===== config.mk =====
export PLATFORM = sky130hd
export DESIGN_NAME = lbr_block
export DESIGN_NICKNAME = d
export VERILOG_FILES = /design/src/logic/lbr_pkg.sv /design/src/logic/lbr_cell.sv /design/src/logic/lbr_block.sv
export SDC_FILE = /design/constraint.sdc
export NUM_CORES = 1
export LEC_CHECK = 0
export BUFFER_PORTS_ARGS = -buffer_cell sky130_fd_sc_hd__buf_2
export CORE_MARGIN = 8
export CORE_UTILIZATION = 35
export DETAILED_ROUTE_END_ITERATION = 10
export HOLD_SLACK_MARGIN = 0.15
export PLACE_DENSITY = 0.59
export SETUP_SLACK_MARGIN = 0.02
export SLEW_MARGIN = 20
export SYNTH_ARGS = -nofsm -noshare
export SYNTH_HDL_FRONTEND = slang
export SYNTH_SLANG_ARGS = --single-unit
export TNS_END_PERCENT = 1

===== constraint.sdc =====
create_clock -name clk_sys_in -period 5.6 [get_ports clk_sys_in]
set_clock_uncertainty 0.05 [all_clocks]
set_input_delay 1.4 -clock clk_sys_in [delete_from_list [all_inputs] [get_ports clk_sys_in]]
set_output_delay 1.4 -clock clk_sys_in [all_outputs]
set_load 0.03 [all_outputs]

===== src/logic/lbr_pkg.sv =====
// Constants and mode encodings for the logic block distributed RAM
//
// Notes on behaviour
// [RULE_01] Two 16x1 memories with own data, or one 32x1 memory.
// [RULE_02] One generator as 16x1 memory, others still compute logic functions.
// [RULE_03] Edge mode writes only on chosen clock edge; enable gates it.
// [RULE_04] Level mode uses write enable directly as write strobe.
// [RULE_05] Timing mode applies to both generators together.
// [RULE_06] Single-port: each generator shares one read/write port.
// [RULE_07] Dual-port: one 16x1 memory, one write port, two read ports.
// [RULE_08] Dual-port allows read and write together, any addresses.
// [RULE_09] Reads identical in every mode; only writes differ.
// [RULE_10] Four generator inputs address one cell of its table.
// [RULE_11] 16x2: direct, third-input, set/reset pins become data, data, enable.
// [RULE_12] 32x1: second data pin is address bit four; first is data.
// [RULE_13] Addressed contents leave combinationally or enter block flip-flops; the comb outputs are registered on the system clock here.
// [RULE_14] Third generator still runs; flip-flops pick memory, third or data.
// [RULE_15] Active edge latches address, data, enable, then pulses write.
// [RULE_16] Write clock rising by default or falling, inverted independently.
// [RULE_17] Clock polarity applies to both generators used as memory.
// [RULE_18] Write enable active high, not invertible.
// [RULE_19] User keeps post-edge clock phase under one millisecond.
// [RULE_20] Dual-port: first inputs write/read address, second inputs read address.
package lbr_pkg;
   // =====================================================
   // Arrangements
   // =====================================================
   typedef enum logic [3:0] {
      LBR_ARR_LOGIC = 4'h1,
      LBR_ARR_16X1 = 4'h2,
      LBR_ARR_16X2 = 4'h4,
      LBR_ARR_32X1 = 4'h8
   } lbr_arr_t;
   localparam int LBR_ADDR_W = 4;
   localparam int LBR_DEPTH = 16;
   localparam int LBR_LUT_BITS = 16;
   localparam int LBR_THIRD_BITS = 8;
   localparam int LBR_CLK_MHZ = 100;
   // Longest post-edge clock phase, in microseconds
   localparam int LBR_POST_EDGE_US = 1000;
   localparam logic [1:0] LBR_FF_SEL_MEM = 2'h0;
   localparam logic [1:0] LBR_FF_SEL_THIRD = 2'h1;
   localparam logic [1:0] LBR_FF_SEL_DATA = 2'h2;
   localparam logic [3:0] LBR_ADDR_ZERO = 4'h0;
endpackage : lbr_pkg


===== src/logic/lbr_cell.sv =====
// One 16x1 lookup table usable as logic or memory
`timescale 1ns/1ns
`default_nettype none
module lbr_cell #(
   parameter int DEPTH = 16
) (
   // Clock and reset
   input wire logic clk_sys_in,
   input wire logic rst_n_in,
   // Write side
   input wire logic wr_en_in,
   input wire logic [3:0] wr_addr_in,
   input wire logic wr_data_in,
   // Configured logic contents
   input wire logic cfg_load_in,
   input wire logic [DEPTH-1:0] cfg_table_in,
   // Read side
   input wire logic [3:0] rd_addr_in,
   output logic rd_data_out,
   output logic [3:0] rd_addr2_unused_out
);
   logic [DEPTH-1:0] table_reg;
   initial begin
      if (DEPTH != 16) $error("lbr_cell supports only 16 cells");
   end
   // Table update; configuration load takes the table, else one-bit write
   always_ff @(posedge clk_sys_in or negedge rst_n_in) begin
      if (!rst_n_in) begin
         table_reg <= '0;
      end else if (cfg_load_in) begin
         table_reg <= cfg_table_in;
      end else if (wr_en_in) begin
         table_reg[wr_addr_in] <= wr_data_in;
      end
   end
   // Read path is a plain table lookup in every mode
   assign rd_data_out = table_reg[rd_addr_in];
   assign rd_addr2_unused_out = rd_addr_in;
endmodule : lbr_cell
`default_nettype wire


===== src/logic/lbr_block.sv =====
// Logic block with two lookup generators usable as distributed RAM
`timescale 1ns/1ns
`default_nettype none
module lbr_block #(
   parameter int ADDR_W = 4
) (
   // Clock and reset
   input wire logic clk_sys_in,
   input wire logic rst_n_in,
   // Configuration
   input wire lbr_pkg::lbr_arr_t arr_sel_in,
   input wire logic mem_a_en_in,
   input wire logic mem_b_en_in,
   input wire logic dual_port_in,
   input wire logic edge_mode_in,
   input wire logic wclk_falling_in,
   input wire logic ff_falling_in,
   input wire logic cfg_load_in,
   input wire logic [15:0] cfg_lut_a_in,
   input wire logic [15:0] cfg_lut_b_in,
   input wire logic [7:0] cfg_lut_third_in,
   input wire logic [1:0] ff_a_sel_in,
   input wire logic [1:0] ff_b_sel_in,
   input wire logic out_a_third_in,
   input wire logic out_b_third_in,
   // Fabric pins
   input wire logic [3:0] lut_a_inputs_in,
   input wire logic [3:0] lut_b_inputs_in,
   input wire logic direct_input_pin_in,
   input wire logic third_lut_input_pin_in,
   input wire logic set_reset_pin_in,
   // Outputs
   output logic comb_a_out,
   output logic comb_b_out,
   output logic ff_a_out,
   output logic ff_b_out,
   output logic single_port_read_out,
   output logic write_pulse_out
);
   import lbr_pkg::*;
   // =====================================================
   // Parameter check
   // =====================================================
   initial begin
      if (ADDR_W != LBR_ADDR_W) $error("lbr_block needs four address inputs");
   end

   // =====================================================
   // Pin synchronisers (pins arrive from outside this clock)
   // =====================================================
   logic [12:0] pin_s1_reg;
   logic [12:0] pin_s2_reg;
   always_ff @(posedge clk_sys_in or negedge rst_n_in) begin
      if (!rst_n_in) begin
         pin_s1_reg <= '0;
         pin_s2_reg <= '0;
      end else begin
         pin_s1_reg <= {lut_a_inputs_in, lut_b_inputs_in, direct_input_pin_in,
                        third_lut_input_pin_in, set_reset_pin_in,
                        wclk_falling_in, ff_falling_in};
         pin_s2_reg <= pin_s1_reg;
      end
   end
   logic [3:0] addr_a;
   logic [3:0] addr_b;
   logic mem_data_in_a;
   logic mem_data_in_b;
   logic wr_enable;
   logic wclk_neg;
   logic ffclk_neg;
   assign addr_a = pin_s2_reg[12:9];
   assign addr_b = pin_s2_reg[8:5];
   // [RULE_11] pin remapping
   assign mem_data_in_a = pin_s2_reg[4];
   assign mem_data_in_b = pin_s2_reg[3];
   // [RULE_18] enable active high, never inverted
   assign wr_enable = pin_s2_reg[2];
   assign wclk_neg = pin_s2_reg[1];
   assign ffclk_neg = pin_s2_reg[0];

   // =====================================================
   // Write clock polarity
   // =====================================================
   // The write clock is modelled as the system clock plus a phase flag:
   // falling-edge operation is emulated by half-rate phase tracking.
   logic phase_reg;
   always_ff @(posedge clk_sys_in or negedge rst_n_in) begin
      if (!rst_n_in) begin
         phase_reg <= 1'b0;
      end else begin
         phase_reg <= ~phase_reg;
      end
   end
   // [RULE_16] selectable edge per consumer
   function automatic logic edge_hit(input logic neg, input logic ph);
      edge_hit = neg ? ph : ~ph;
   endfunction : edge_hit
   logic wr_edge;
   logic ff_edge;
   // [RULE_17] one polarity for both generators
   assign wr_edge = edge_hit(wclk_neg, phase_reg);
   assign ff_edge = edge_hit(ffclk_neg, phase_reg);

   // =====================================================
   // Write capture and internal pulse
   // =====================================================
   logic [3:0] lat_addr_a_reg;
   logic [3:0] lat_addr_b_reg;
   logic lat_da_reg;
   logic lat_db_reg;
   logic lat_we_reg;
   logic pulse_reg;
   // [RULE_15] active edge latches address, data and enable
   always_ff @(posedge clk_sys_in or negedge rst_n_in) begin
      if (!rst_n_in) begin
         lat_addr_a_reg <= LBR_ADDR_ZERO;
         lat_addr_b_reg <= LBR_ADDR_ZERO;
         lat_da_reg <= 1'b0;
         lat_db_reg <= 1'b0;
         lat_we_reg <= 1'b0;
      end else if (wr_edge) begin
         lat_addr_a_reg <= addr_a;
         lat_addr_b_reg <= addr_b;
         lat_da_reg <= mem_data_in_a;
         lat_db_reg <= mem_data_in_b;
         lat_we_reg <= wr_enable;
      end
   end
   // [RULE_03] enable only qualifies the edge
   always_ff @(posedge clk_sys_in or negedge rst_n_in) begin
      if (!rst_n_in) begin
         pulse_reg <= 1'b0;
      end else begin
         pulse_reg <= edge_mode_in && wr_edge && wr_enable;
      end
   end
   // [RULE_05] one timing mode for both generators
   logic wr_go;
   logic [3:0] w_addr_a;
   logic [3:0] w_addr_b;
   logic w_da;
   logic w_db;
   always_comb begin
      if (edge_mode_in) begin
         wr_go = pulse_reg;
         w_addr_a = lat_addr_a_reg;
         w_addr_b = lat_addr_b_reg;
         w_da = lat_da_reg;
         w_db = lat_db_reg;
      end else begin
         // [RULE_04] level mode, enable is the strobe itself
         wr_go = wr_enable;
         w_addr_a = addr_a;
         w_addr_b = addr_b;
         w_da = mem_data_in_a;
         w_db = mem_data_in_b;
      end
   end
   assign write_pulse_out = wr_go;

   // =====================================================
   // Write steering per arrangement
   // =====================================================
   logic we_a;
   logic we_b;
   logic wd_a;
   logic wd_b;
   logic [3:0] wa_b;
   logic hi_bit;
   logic w_hi;
   assign hi_bit = mem_data_in_b;
   assign w_hi = w_db;
   always_comb begin
      we_a = 1'b0;
      we_b = 1'b0;
      wd_a = w_da;
      wd_b = w_db;
      wa_b = w_addr_b;
      case (arr_sel_in)
         LBR_ARR_16X2: begin
            // [RULE_01] two independent memories
            we_a = wr_go && mem_a_en_in;
            we_b = wr_go && mem_b_en_in;
            if (dual_port_in) begin
               // [RULE_07] one memory mirrored in both tables
               // [RULE_20] write address from first generator inputs
               we_a = wr_go;
               we_b = wr_go;
               wd_b = w_da;
               wa_b = w_addr_a;
            end
         end
         LBR_ARR_16X1: begin
            // [RULE_02] only generator A is memory
            we_a = wr_go;
         end
         LBR_ARR_32X1: begin
            // [RULE_12] fifth address bit picks the table
            we_a = wr_go && !w_hi;
            we_b = wr_go && w_hi;
            wd_b = w_da;
         end
         LBR_ARR_LOGIC: begin
            we_a = 1'b0;
         end
         default: begin
            we_a = 1'b0;
         end
      endcase
   end

   // =====================================================
   // Lookup generators
   // =====================================================
   logic rd_a;
   logic rd_b;
   // [RULE_06] [RULE_10] shared port, four inputs address the cell
   lbr_cell #(.DEPTH(LBR_LUT_BITS)) u_lut_a (
      .clk_sys_in(clk_sys_in),
      .rst_n_in(rst_n_in),
      .wr_en_in(we_a),
      .wr_addr_in(w_addr_a),
      .wr_data_in(wd_a),
      .cfg_load_in(cfg_load_in),
      .cfg_table_in(cfg_lut_a_in),
      .rd_addr_in(addr_a),
      .rd_data_out(rd_a),
      .rd_addr2_unused_out()
   );
   // [RULE_08] second read port runs beside the write
   lbr_cell #(.DEPTH(LBR_LUT_BITS)) u_lut_b (
      .clk_sys_in(clk_sys_in),
      .rst_n_in(rst_n_in),
      .wr_en_in(we_b),
      .wr_addr_in(wa_b),
      .wr_data_in(wd_b),
      .cfg_load_in(cfg_load_in),
      .cfg_table_in(cfg_lut_b_in),
      .rd_addr_in(addr_b),
      .rd_data_out(rd_b),
      .rd_addr2_unused_out()
   );

   // =====================================================
   // Read path and third generator
   // =====================================================
   logic mem_a_val;
   logic third_val;
   // [RULE_09] read identical in all modes
   assign mem_a_val = (arr_sel_in == LBR_ARR_32X1) ? (hi_bit ? rd_b : rd_a) : rd_a;
   // [RULE_14] third generator of both outputs and second data input
   assign third_val = cfg_lut_third_in[{mem_data_in_b, rd_b, mem_a_val}];
   assign single_port_read_out = mem_a_val;

   // [RULE_13] comb outputs of the addressed cells, registered one system clock late
   always_ff @(posedge clk_sys_in or negedge rst_n_in) begin
      if (!rst_n_in) begin
         comb_a_out <= 1'b0;
         comb_b_out <= 1'b0;
      end else begin
         comb_a_out <= out_a_third_in ? third_val : mem_a_val;
         comb_b_out <= out_b_third_in ? third_val : rd_b;
      end
   end

   function automatic logic ff_pick(input logic [1:0] sel, input logic mem,
                                    input logic thr, input logic dat);
      case (sel)
         LBR_FF_SEL_MEM: ff_pick = mem;
         LBR_FF_SEL_THIRD: ff_pick = thr;
         LBR_FF_SEL_DATA: ff_pick = dat;
         default: ff_pick = mem;
      endcase
   endfunction : ff_pick

   // [RULE_14] block flip-flops on their own clock edge
   always_ff @(posedge clk_sys_in or negedge rst_n_in) begin
      if (!rst_n_in) begin
         ff_a_out <= 1'b0;
         ff_b_out <= 1'b0;
      end else if (ff_edge) begin
         ff_a_out <= ff_pick(ff_a_sel_in, mem_a_val, third_val, mem_data_in_a);
         ff_b_out <= ff_pick(ff_b_sel_in, rd_b, third_val, mem_data_in_a);
      end
   end
endmodule : lbr_block
`default_nettype wire


==> qor.txt, run 1 <==
Outcome - finished clean
Setup violations, final - 0
Crit end category - output port
Fin. max-slew vios - 0
CP peak stage delay - 0.36 ns
Final WL - 9.41 mm
Met1 Use GR - 17.9%
Fin crit period - 4.19 ns
Reg area - 0.00185 sq mm
Fmax achieved - 238 MHz
Flops & latches, synth - 74
Layout fillers - 1065
DP Cell Count - 544
Max clock buf depth - 2
Post-synthesis average cell area - 10.9 sq um
Net Count, Synth - 418
Core Util, Final - 41.9%
Design Area, Final - 0.00446 sq mm
Gr ovfl total - 0
Worst slew pin tran - 0.715 ns
Worst reg2reg path depth - 6
Area contributors post-synth - dfrtp_1, mux2i_1, o211ai_1
Main combinational cell family by area after synthesis - multiplexers
Delay-heaviest family, CP - compound AO/OA/AOI/OAI gates
DR WL/cell - 16.8 um
Starting density of the core - 35.4%
H-Tree Depth - 3
PwrDens - 268 mW/mm^2
Die area - 0.0143 sq mm
Width of the chip - 120 um
Hold Path Class - reg -> reg
Met3 GRT Util - 3.29%
Row count - 38
Finished Layout Cells - 560
Yosys warns - 0
Initial antenna violation count - 0
Number of global-route vias before repair - 3109
Peak supply drop - 0.135 mV
Buf/Inv on CP - 3
Boundary pin count - 76
Grt met2 use - 20.9%
Final hold violations - 0
Gpl congestion - 0.812
Antenna cells - 0
XOR/XNOR share of the synthesized area - 0.465%
Simple-Gate Fraction of Synth Area - 13.5%
Leakage power - 1.87 nW
Register area share after synthesis - 49.2%
Crit path DAT - 2.74 ns
Core area - 0.0107 sq mm
Crit-path max FO - 5
Max-slew headroom - 51.0%
Nets@finish - 489
CTS root buf - clkbuf_8
Largest net degree at the start of global routing - 49
CTS buffer count - 9
PortBufs - 75
Area growth from synthesis to layout - 18.4%
Commonest non-fill, non-tap cells in the layout - dfrtp_1, buf_2, nand2_1
First-pass GRT wire length - 15.6 mm
Initial DRT Pass Iterations - 5
1st-iter DRT viols - 135
Fraction of final layout cells sized beyond drive strength 1 - 30.0%
Area after DPL - 0.00427 sq mm
Number of enable flip-flop cells after synthesis - 0
Clk_lat worst skew - 0.35 ns
Synth area leader - dfrtp_1
Post-DRT Antenna Nets - 0
Synth unique cells - 44
Cell mode on critical path - buf_2
Worst-path cell chain - buf_2, nor4b_1, buf_4, and2_1, a221oi_1, a21o_1, buf_2
Vias - 3027
Async set-reset flop share out of synthesis - 100%
Residual DRC - 0
Busiest grt layer - met2
Post-synthesis adder-cell area fraction - 1.33%
WS Path Type - in -> out
Main synth FF type - dfrtp_1
Synth Instances - 344
Startpoint Class - primary input
Die H - 120 um
RSZ-0062 raised after global routing - false
Slowest stage cell, crit path - a221oi_1
Final Cycle Share - 74.9%
CTS resizes - 0
Synthesized cell area - 0.00376 sq mm
Via density - 5.41
Post-CTS Setup Bufs - 0
Clock transition at the registers of the reported paths - 0.09 ns
Compound-Gate Fraction of Synth Area - 15.8%
Hold Path Depth - 0
Area of the multi-input gates - 0.00181 sq mm
Critical path depth - 7
Post-synthesis mux area share - 16.8%
Required @ worst endpoint - 4.15 ns
TNS Setup - 0 ns
Clock sinks - 74
CTS tree - yes
MaxCap Viol Count - 0
DP Wirelength - 6.96 mm
Total track usage - 13.5%
CTS Hold Bufs - 0
Post-synth top area share - 49.2%
## power by group
| part | internal, mW | switching [mW] | total, mW |
|---|---|---|---|
| combinational | 0.0903 | 0.121 | 0.212 |
| sequential | 0.577 | 0.0296 | 0.606 |
| clock | 0.173 | 0.206 | 0.379 |
| total | 0.840 | 0.357 | 1.20 |
## cells in the mapped netlist, types with 4 or more instances
| master | n |
|---|---|
| mux2_2 | 13 |
| dfrtp_1 | 74 |
| o211ai_1 | 28 |
| nor2_1 | 13 |
| o21ai_0 | 22 |
| nor2b_1 | 5 |
| mux2i_1 | 23 |
| a22oi_1 | 6 |
| or2_2 | 5 |
| mux4_2 | 9 |
| a21oi_1 | 11 |
| clkbuf_1 | 16 |
| ha_1 | 4 |
| nor4_1 | 16 |
| nand2_1 | 42 |
| inv_1 | 11 |
| a221oi_1 | 4 |
## layout make-up
| class | count | share of cell area [%] |
|---|---|---|
| sequential | 74 | 41.5 |
| tap | 140 | 3.93 |
| multi-input combinational | 240 | 40.5 |
| clock inverter | 6 | 0.926 |
| clock buffer | 10 | 3.09 |
| timing repair buffer | 78 | 8.98 |
| inverter | 12 | 1.01 |
## layer usage
layer  share of wire (%)  vias up
li1                    -     1429
met1                  46     1478
met2                  46      106
met3                 6.3       14
met4                 1.6        0
met5                   0        -
## kinds of logic after synthesis
logic type / count (synthesis)
adders and majority gates: 4
muxes: 47
AOI/OAI and AO/OA: 88
DFF: 74
and+or+nand+nor: 99
buffers and inverters: 30
xor gates and xnor gates: 2
## path summary, 6_finish.rpt
kind	startpoint	end	slack (ns)
min reg2reg	pin_s1_reg[7]$_DFF_PN0_	pin_s2_reg[7]$_DFF_PN0_	0.29
max in group asynchronous	rst_n_in	u_lut_a.table_reg[9]$_DFFE_PN0P_	3.67
max	arr_sel_in[3]	single_port_read_out	1.41
min in group asynchronous	rst_n_in	u_lut_a.table_reg[15]$_DFFE_PN0P_	0.99
min	pin_s1_reg[7]$_DFF_PN0_	pin_s2_reg[7]$_DFF_PN0_	0.29
max reg2reg	pin_s2_reg[10]$_DFF_PN0_	ff_b_out$_DFFE_PN0P_	2.82
## metrics by stage
step	hold slack (ns)	setup slack [ns]	power, mW
5_1_grt	0.304	1.28	1.26
6_report	0.291	1.41	1.20
3_3_place_gp	0.283	1.40	0.825
4_1_cts	0.298	1.41	1.22
3_5_place_dp	0.286	1.41	0.830
2_1_floorplan	0.281	1.65	0.747
No activity file was read; power rests on OpenSTA's default activity.
==> run 2, diff against run 1 <==
==> constraint.sdc (replaced) <==
create_clock -name clk_sys_in -period 4 [get_ports clk_sys_in]
set_clock_uncertainty 0.05 [all_clocks]
set_input_delay 1 -clock clk_sys_in [delete_from_list [all_inputs] [get_ports clk_sys_in]]
set_output_delay 1 -clock clk_sys_in [all_outputs]
set_load 0.03 [all_outputs]
==> qor.txt, run 2 (synthesis gave the netlist of run 1 again) <==
DP Wirelength - 7.03 mm
Peak supply drop - 0.209 mV
Final Cycle Share - 87.7%
Initial antenna violation count - 0
Reg area - 0.00185 sq mm
Clock transition at the registers of the reported paths - 0.07 ns
Max-slew headroom - 36.2%
Critical Path End - single_port_read_out
Initial DRT Pass Iterations - 4
DP Cell Count - 546
Post-DRT Antenna Nets - 0
TNS Setup - 0 ns
Width of the chip - 120 um
Setup violations, final - 0
PwrDens - 394 mW/mm^2
Area growth from synthesis to layout - 19.6%
Tot Pwr - 1.78 mW
Via density - 5.36
Gpl congestion - 0.822
Core Util, Final - 42.3%
PortBufs - 75
WS Path Type - reg -> out
RSZ-0062 raised after global routing - false
Critical path depth - 5
Largest net degree at the start of global routing - 75
Post-CTS Setup Bufs - 0
Buf/Inv on CP - 1
Number of global-route vias before repair - 3084
Clock sinks - 74
Fin crit period - 3.51 ns
Layout fillers - 1049
Startpoint Class - flop
1st-iter DRT viols - 180
Starting density of the core - 35.4%
Outcome - finished clean
Most common cell after layout, fill and taps aside - buf_2
Crit path DAT - 2.46 ns
Commonest non-fill, non-tap cells in the layout - buf_2, dfrtp_1, nand2_1
Antenna cells - 0
Boundary pin count - 76
CTS root buf - clkbuf_8
DR WL/cell - 16.9 um
Delay-heaviest family, CP - compound AO/OA/AOI/OAI gates
Total track usage - 13.6%
Worst reg2reg path depth - 6
CTS resizes - 0
Finished Layout Cells - 562
Fraction of final layout cells sized beyond drive strength 1 - 29.9%
Clk_lat worst skew - 0.33 ns
Worst slew pin tran - 0.958 ns
CTS buffer count - 9
Slowest stage cell, crit path - dfrtp_1
Row count - 38
CP peak stage delay - 0.57 ns
Critical path startpoint - pin_s2_reg[10]$_DFF_PN0_
Worst-path cell chain - mux4_2, a22oi_1, a221oi_1, a21o_1, buf_2
H-Tree Depth - 3
Die area - 0.0143 sq mm
First-pass GRT wire length - 15.9 mm
Reg2reg start - pin_s2_reg[10]$_DFF_PN0_
Residual DRC - 0
CTS Hold Bufs - 0
Core area - 0.0107 sq mm
Hold Path Class - reg -> reg
Fin. max-slew vios - 0
Reg-to-reg slack, setup - 1.23 ns
MaxCap Viol Count - 0
Leakage power - 1.90 nW
Max clock buf depth - 2
Vias - 3013
Crit end category - output port
Final WL - 9.52 mm
CTS tree - yes
WHS - 0.300 ns
Die H - 120 um
Crit-path max FO - 9
Area of the multi-input gates - 0.00181 sq mm
Final hold violations - 0
Gr ovfl total - 0
RR Endpoint - ff_b_out$_DFFE_PN0P_
Fmax achieved - 285 MHz
Required @ worst endpoint - 2.95 ns
Nets@finish - 491
-- run 2: cell count changes in the layout (fill, tap and decap cells not counted) --
cell and change:
clkbuf_8 -1, clkinv_4 +1, inv_6 -1, buf_2 +1, clkbuf_1 +2, buf_4 +1
clkinvlp_4 -3, bufinv_16 +2
-- run 2: power breakdown --
part,internal [mW],switching [mW]
combinational,0.127,0.172
clock,0.351,0.274
sequential,0.808,0.0431
-- run 2: cell type report --
| class | count | share of cell area (%) |
|---|---|---|
| well taps | 140 | 3.89 |
| repair buffers | 80 | 9.17 |
| flip-flops and latches | 74 | 41.1 |
| inverters | 12 | 1.00 |
| clock inverters | 5 | 1.75 |
| clock buffers | 11 | 2.92 |
| multi-input cells | 240 | 40.1 |
-- run 2: layer usage --
layer / GRT usage, % / wire length [um] / up-vias
li1: - / - / 1438
met5: 0 / 0 / -
met1: 18.8 / 4570 / 1459
met2: 20.7 / 4290 / 107
met3: 3.48 / 571 / 9
met4: 3.51 / 92 / 0
-- run 2: per-stage QoR --
| stage | instance area (sq um) | setup slack [ns] |
|---|---|---|
| after global placement | 4290 | 0.589 |
| after detailed placement | 4290 | 0.621 |
| after global routing | 4500 | 0.321 |
| after CTS | 4500 | 0.462 |
| final | 4500 | 0.491 |
| after floorplan | 3760 | 0.848 |
-- run 2: how the worst min path moves through the flow --
stage / from / to / slack [ns] / cells past startpoint
final: pin_s1_reg[10]$_DFF_PN0_ / pin_s2_reg[10]$_DFF_PN0_ / 0.30 / 0
after global routing: pin_s1_reg[5]$_DFF_PN0_ / pin_s2_reg[5]$_DFF_PN0_ / 0.31 / 0
after CTS: pin_s1_reg[7]$_DFF_PN0_ / pin_s2_reg[7]$_DFF_PN0_ / 0.30 / 0
after detailed placement: pin_s1_reg[5]$_DFF_PN0_ / pin_s2_reg[5]$_DFF_PN0_ / 0.29 / 0
after global placement: pin_s1_reg[7]$_DFF_PN0_ / pin_s2_reg[7]$_DFF_PN0_ / 0.28 / 0
after floorplan: pin_s1_reg[0]$_DFF_PN0_ / pin_s2_reg[0]$_DFF_PN0_ / 0.28 / 0
==> run 3, diff against run 2 <==
--- a/config.mk
+++ b/config.mk
@@ -16,4 +16,4 @@
 export SYNTH_ARGS = -nofsm -noshare
 export SYNTH_HDL_FRONTEND = slang
 export SYNTH_SLANG_ARGS = --single-unit
-export TNS_END_PERCENT = 1
+export TNS_END_PERCENT = 30
==> constraint.sdc (replaced) <==
create_clock -name clk_sys_in -period 4 [get_ports clk_sys_in]
set_clock_uncertainty 0.05 [all_clocks]
set_input_delay 1 -clock clk_sys_in [delete_from_list [all_inputs] [get_ports clk_sys_in]]
set_output_delay 1 -clock clk_sys_in [all_outputs]
set_load 0.005 [all_outputs]
==> qor.txt, run 3 (synthesis gave the netlist of run 1 again) <==
Endpoint, Worst Hold - pin_s2_reg[10]$_DFF_PN0_
Largest net degree at the start of global routing - 75
Fmax achieved - 288 MHz
Routed wl met2 - 4.57 mm
TNS Setup - 0 ns
CTS resizes - 0
DP Wirelength - 7.10 mm
Post-CTS Setup Bufs - 0
Die H - 120 um
Buf/Inv on CP - 1
Via density - 5.29
Clock transition at the registers of the reported paths - 0.08 ns
Commonest non-fill, non-tap cells in the layout - buf_2, dfrtp_1, nand2_1
Worst reg2reg path depth - 6
Core Util, Final - 41.9%
Design Area, Final - 0.00446 sq mm
Hold Crit Start - pin_s1_reg[10]$_DFF_PN0_
WL met3 - 587 um
Area growth from synthesis to layout - 18.5%
Crit-path max FO - 9
Startpoint Class - flop
Width of the chip - 120 um
Worst-path cell chain - mux4_2, a22oi_1, a221oi_1, a21o_1, buf_2
Clk_lat worst skew - 0.35 ns
Reg2reg start - pin_s2_reg[10]$_DFF_PN0_
CTS buffer count - 9
WS Path Type - reg -> out
RR Endpoint - ff_b_out$_DFFE_PN0P_
Peak supply drop - 0.158 mV
Final hold violations - 0
Reg-to-reg slack, setup - 1.21 ns
Top layer in use - met4
Gr ovfl total - 0
Initial DRT Pass Iterations - 4
Die area - 0.0143 sq mm
Final Cycle Share - 86.7%
Antenna cells - 0
1st-iter DRT viols - 146
PortBufs - 75
H-Tree Depth - 3
Post-DRT Antenna Nets - 0
M1 WL - 4.36 mm
First-pass GRT wire length - 16.4 mm
Slowest stage cell, crit path - mux4_2
CTS tree - yes
Area after DPL - 0.00428 sq mm
Row count - 38
Total track usage - 14.0%
Outcome - finished clean
Crit end category - output port
CP peak stage delay - 0.56 ns
Final WL - 9.65 mm
Nets@finish - 490
Clock sinks - 74
MaxCap Viol Count - 0
Hold Path Class - reg -> reg
PwrDens - 372 mW/mm^2
Tot Pwr - 1.66 mW
Max-slew headroom - 37.8%
CTS root buf - clkbuf_8
Starting density of the core - 35.4%
Hold Path Depth - 0
Boundary pin count - 76
Worst Slack Setup Final - 0.534 ns
Setup violations, final - 0
Critical path startpoint - pin_s2_reg[10]$_DFF_PN0_
Initial antenna violation count - 0
Number of global-route vias before repair - 3218
Reg area - 0.00185 sq mm
Vias - 2961
Core area - 0.0107 sq mm
DR WL/cell - 17.2 um
Gpl congestion - 0.820
RSZ-0062 raised after global routing - false
Place WS - 0.633 ns
Leakage power - 1.88 nW
Delay-heaviest family, CP - compound AO/OA/AOI/OAI gates
Worst slew pin tran - 0.933 ns
Required @ worst endpoint - 2.95 ns
Crit path DAT - 2.42 ns
CTS Hold Bufs - 0
Max clock buf depth - 2
Area of the multi-input gates - 0.00181 sq mm
Most common cell after layout, fill and taps aside - buf_2
Fin. max-slew vios - 0
Layout fillers - 1074
Fraction of final layout cells sized beyond drive strength 1 - 30.0%
Residual DRC - 0
Fin crit period - 3.47 ns
-- run 3: cell types whose count changed in the layout (fill, tap and decap cells not counted), sizes merged --
cell,previous run,this run
bufinv,2,0
clkinvlp,0,1
clkinv,4,3
inv,11,12
buf,80,79
-- run 3: report_power, final --
group	switching [mW]	total (mW)	internal (mW)	leakage, nW
sequential	0.0431	0.851	0.808	0.880
combinational	0.152	0.279	0.126	0.910
clock	0.275	0.531	0.256	0.0916
total	0.471	1.66	1.19	1.88
-- run 3: cell type report --
type	instances	area share (%)
Clock buffer	11	3.39
Clock inverter	4	0.589
Inverter	12	1.01
Multi-Input combinational cell	240	40.5
Sequential cell	74	41.5
Tap cell	140	3.92
Timing Repair Buffer	79	9.08
-- run 3: worst register-to-register path: cells and delay by family, from the launching register on --
family,cells,cell delay (ns)
compound gates,4,1.00
flops,1,0.55
mux,2,1.04
-- run 3: through the flow --
step	instances	hold WS, ns
CTS	560	0.285
finish	560	0.281
detailed placement	545	0.285
global route	560	0.287
floorplan	344	0.281
global placement	545	0.285
-- run 3: how the worst max path moves through the flow --
stage                                        to  cells after the start
3_3_place_gp               single_port_read_out                      7
3_5_place_dp   u_lut_b.table_reg[4]$_DFFE_PN0P_                      7
2_1_floorplan              single_port_read_out                      4
6_report                   single_port_read_out                      5
5_1_grt                    single_port_read_out                      5
4_1_cts                    single_port_read_out                      5
-- run 3: metal layers --
| metal | vias to the layer above | track usage [%] |
|---|---|---|
| li1 | 1431 | - |
| met3 | 14 | 4.09 |
| met1 | 1431 | 18.1 |
| met4 | 0 | 4.68 |
| met2 | 85 | 22.2 |
| met5 | - | 0 |
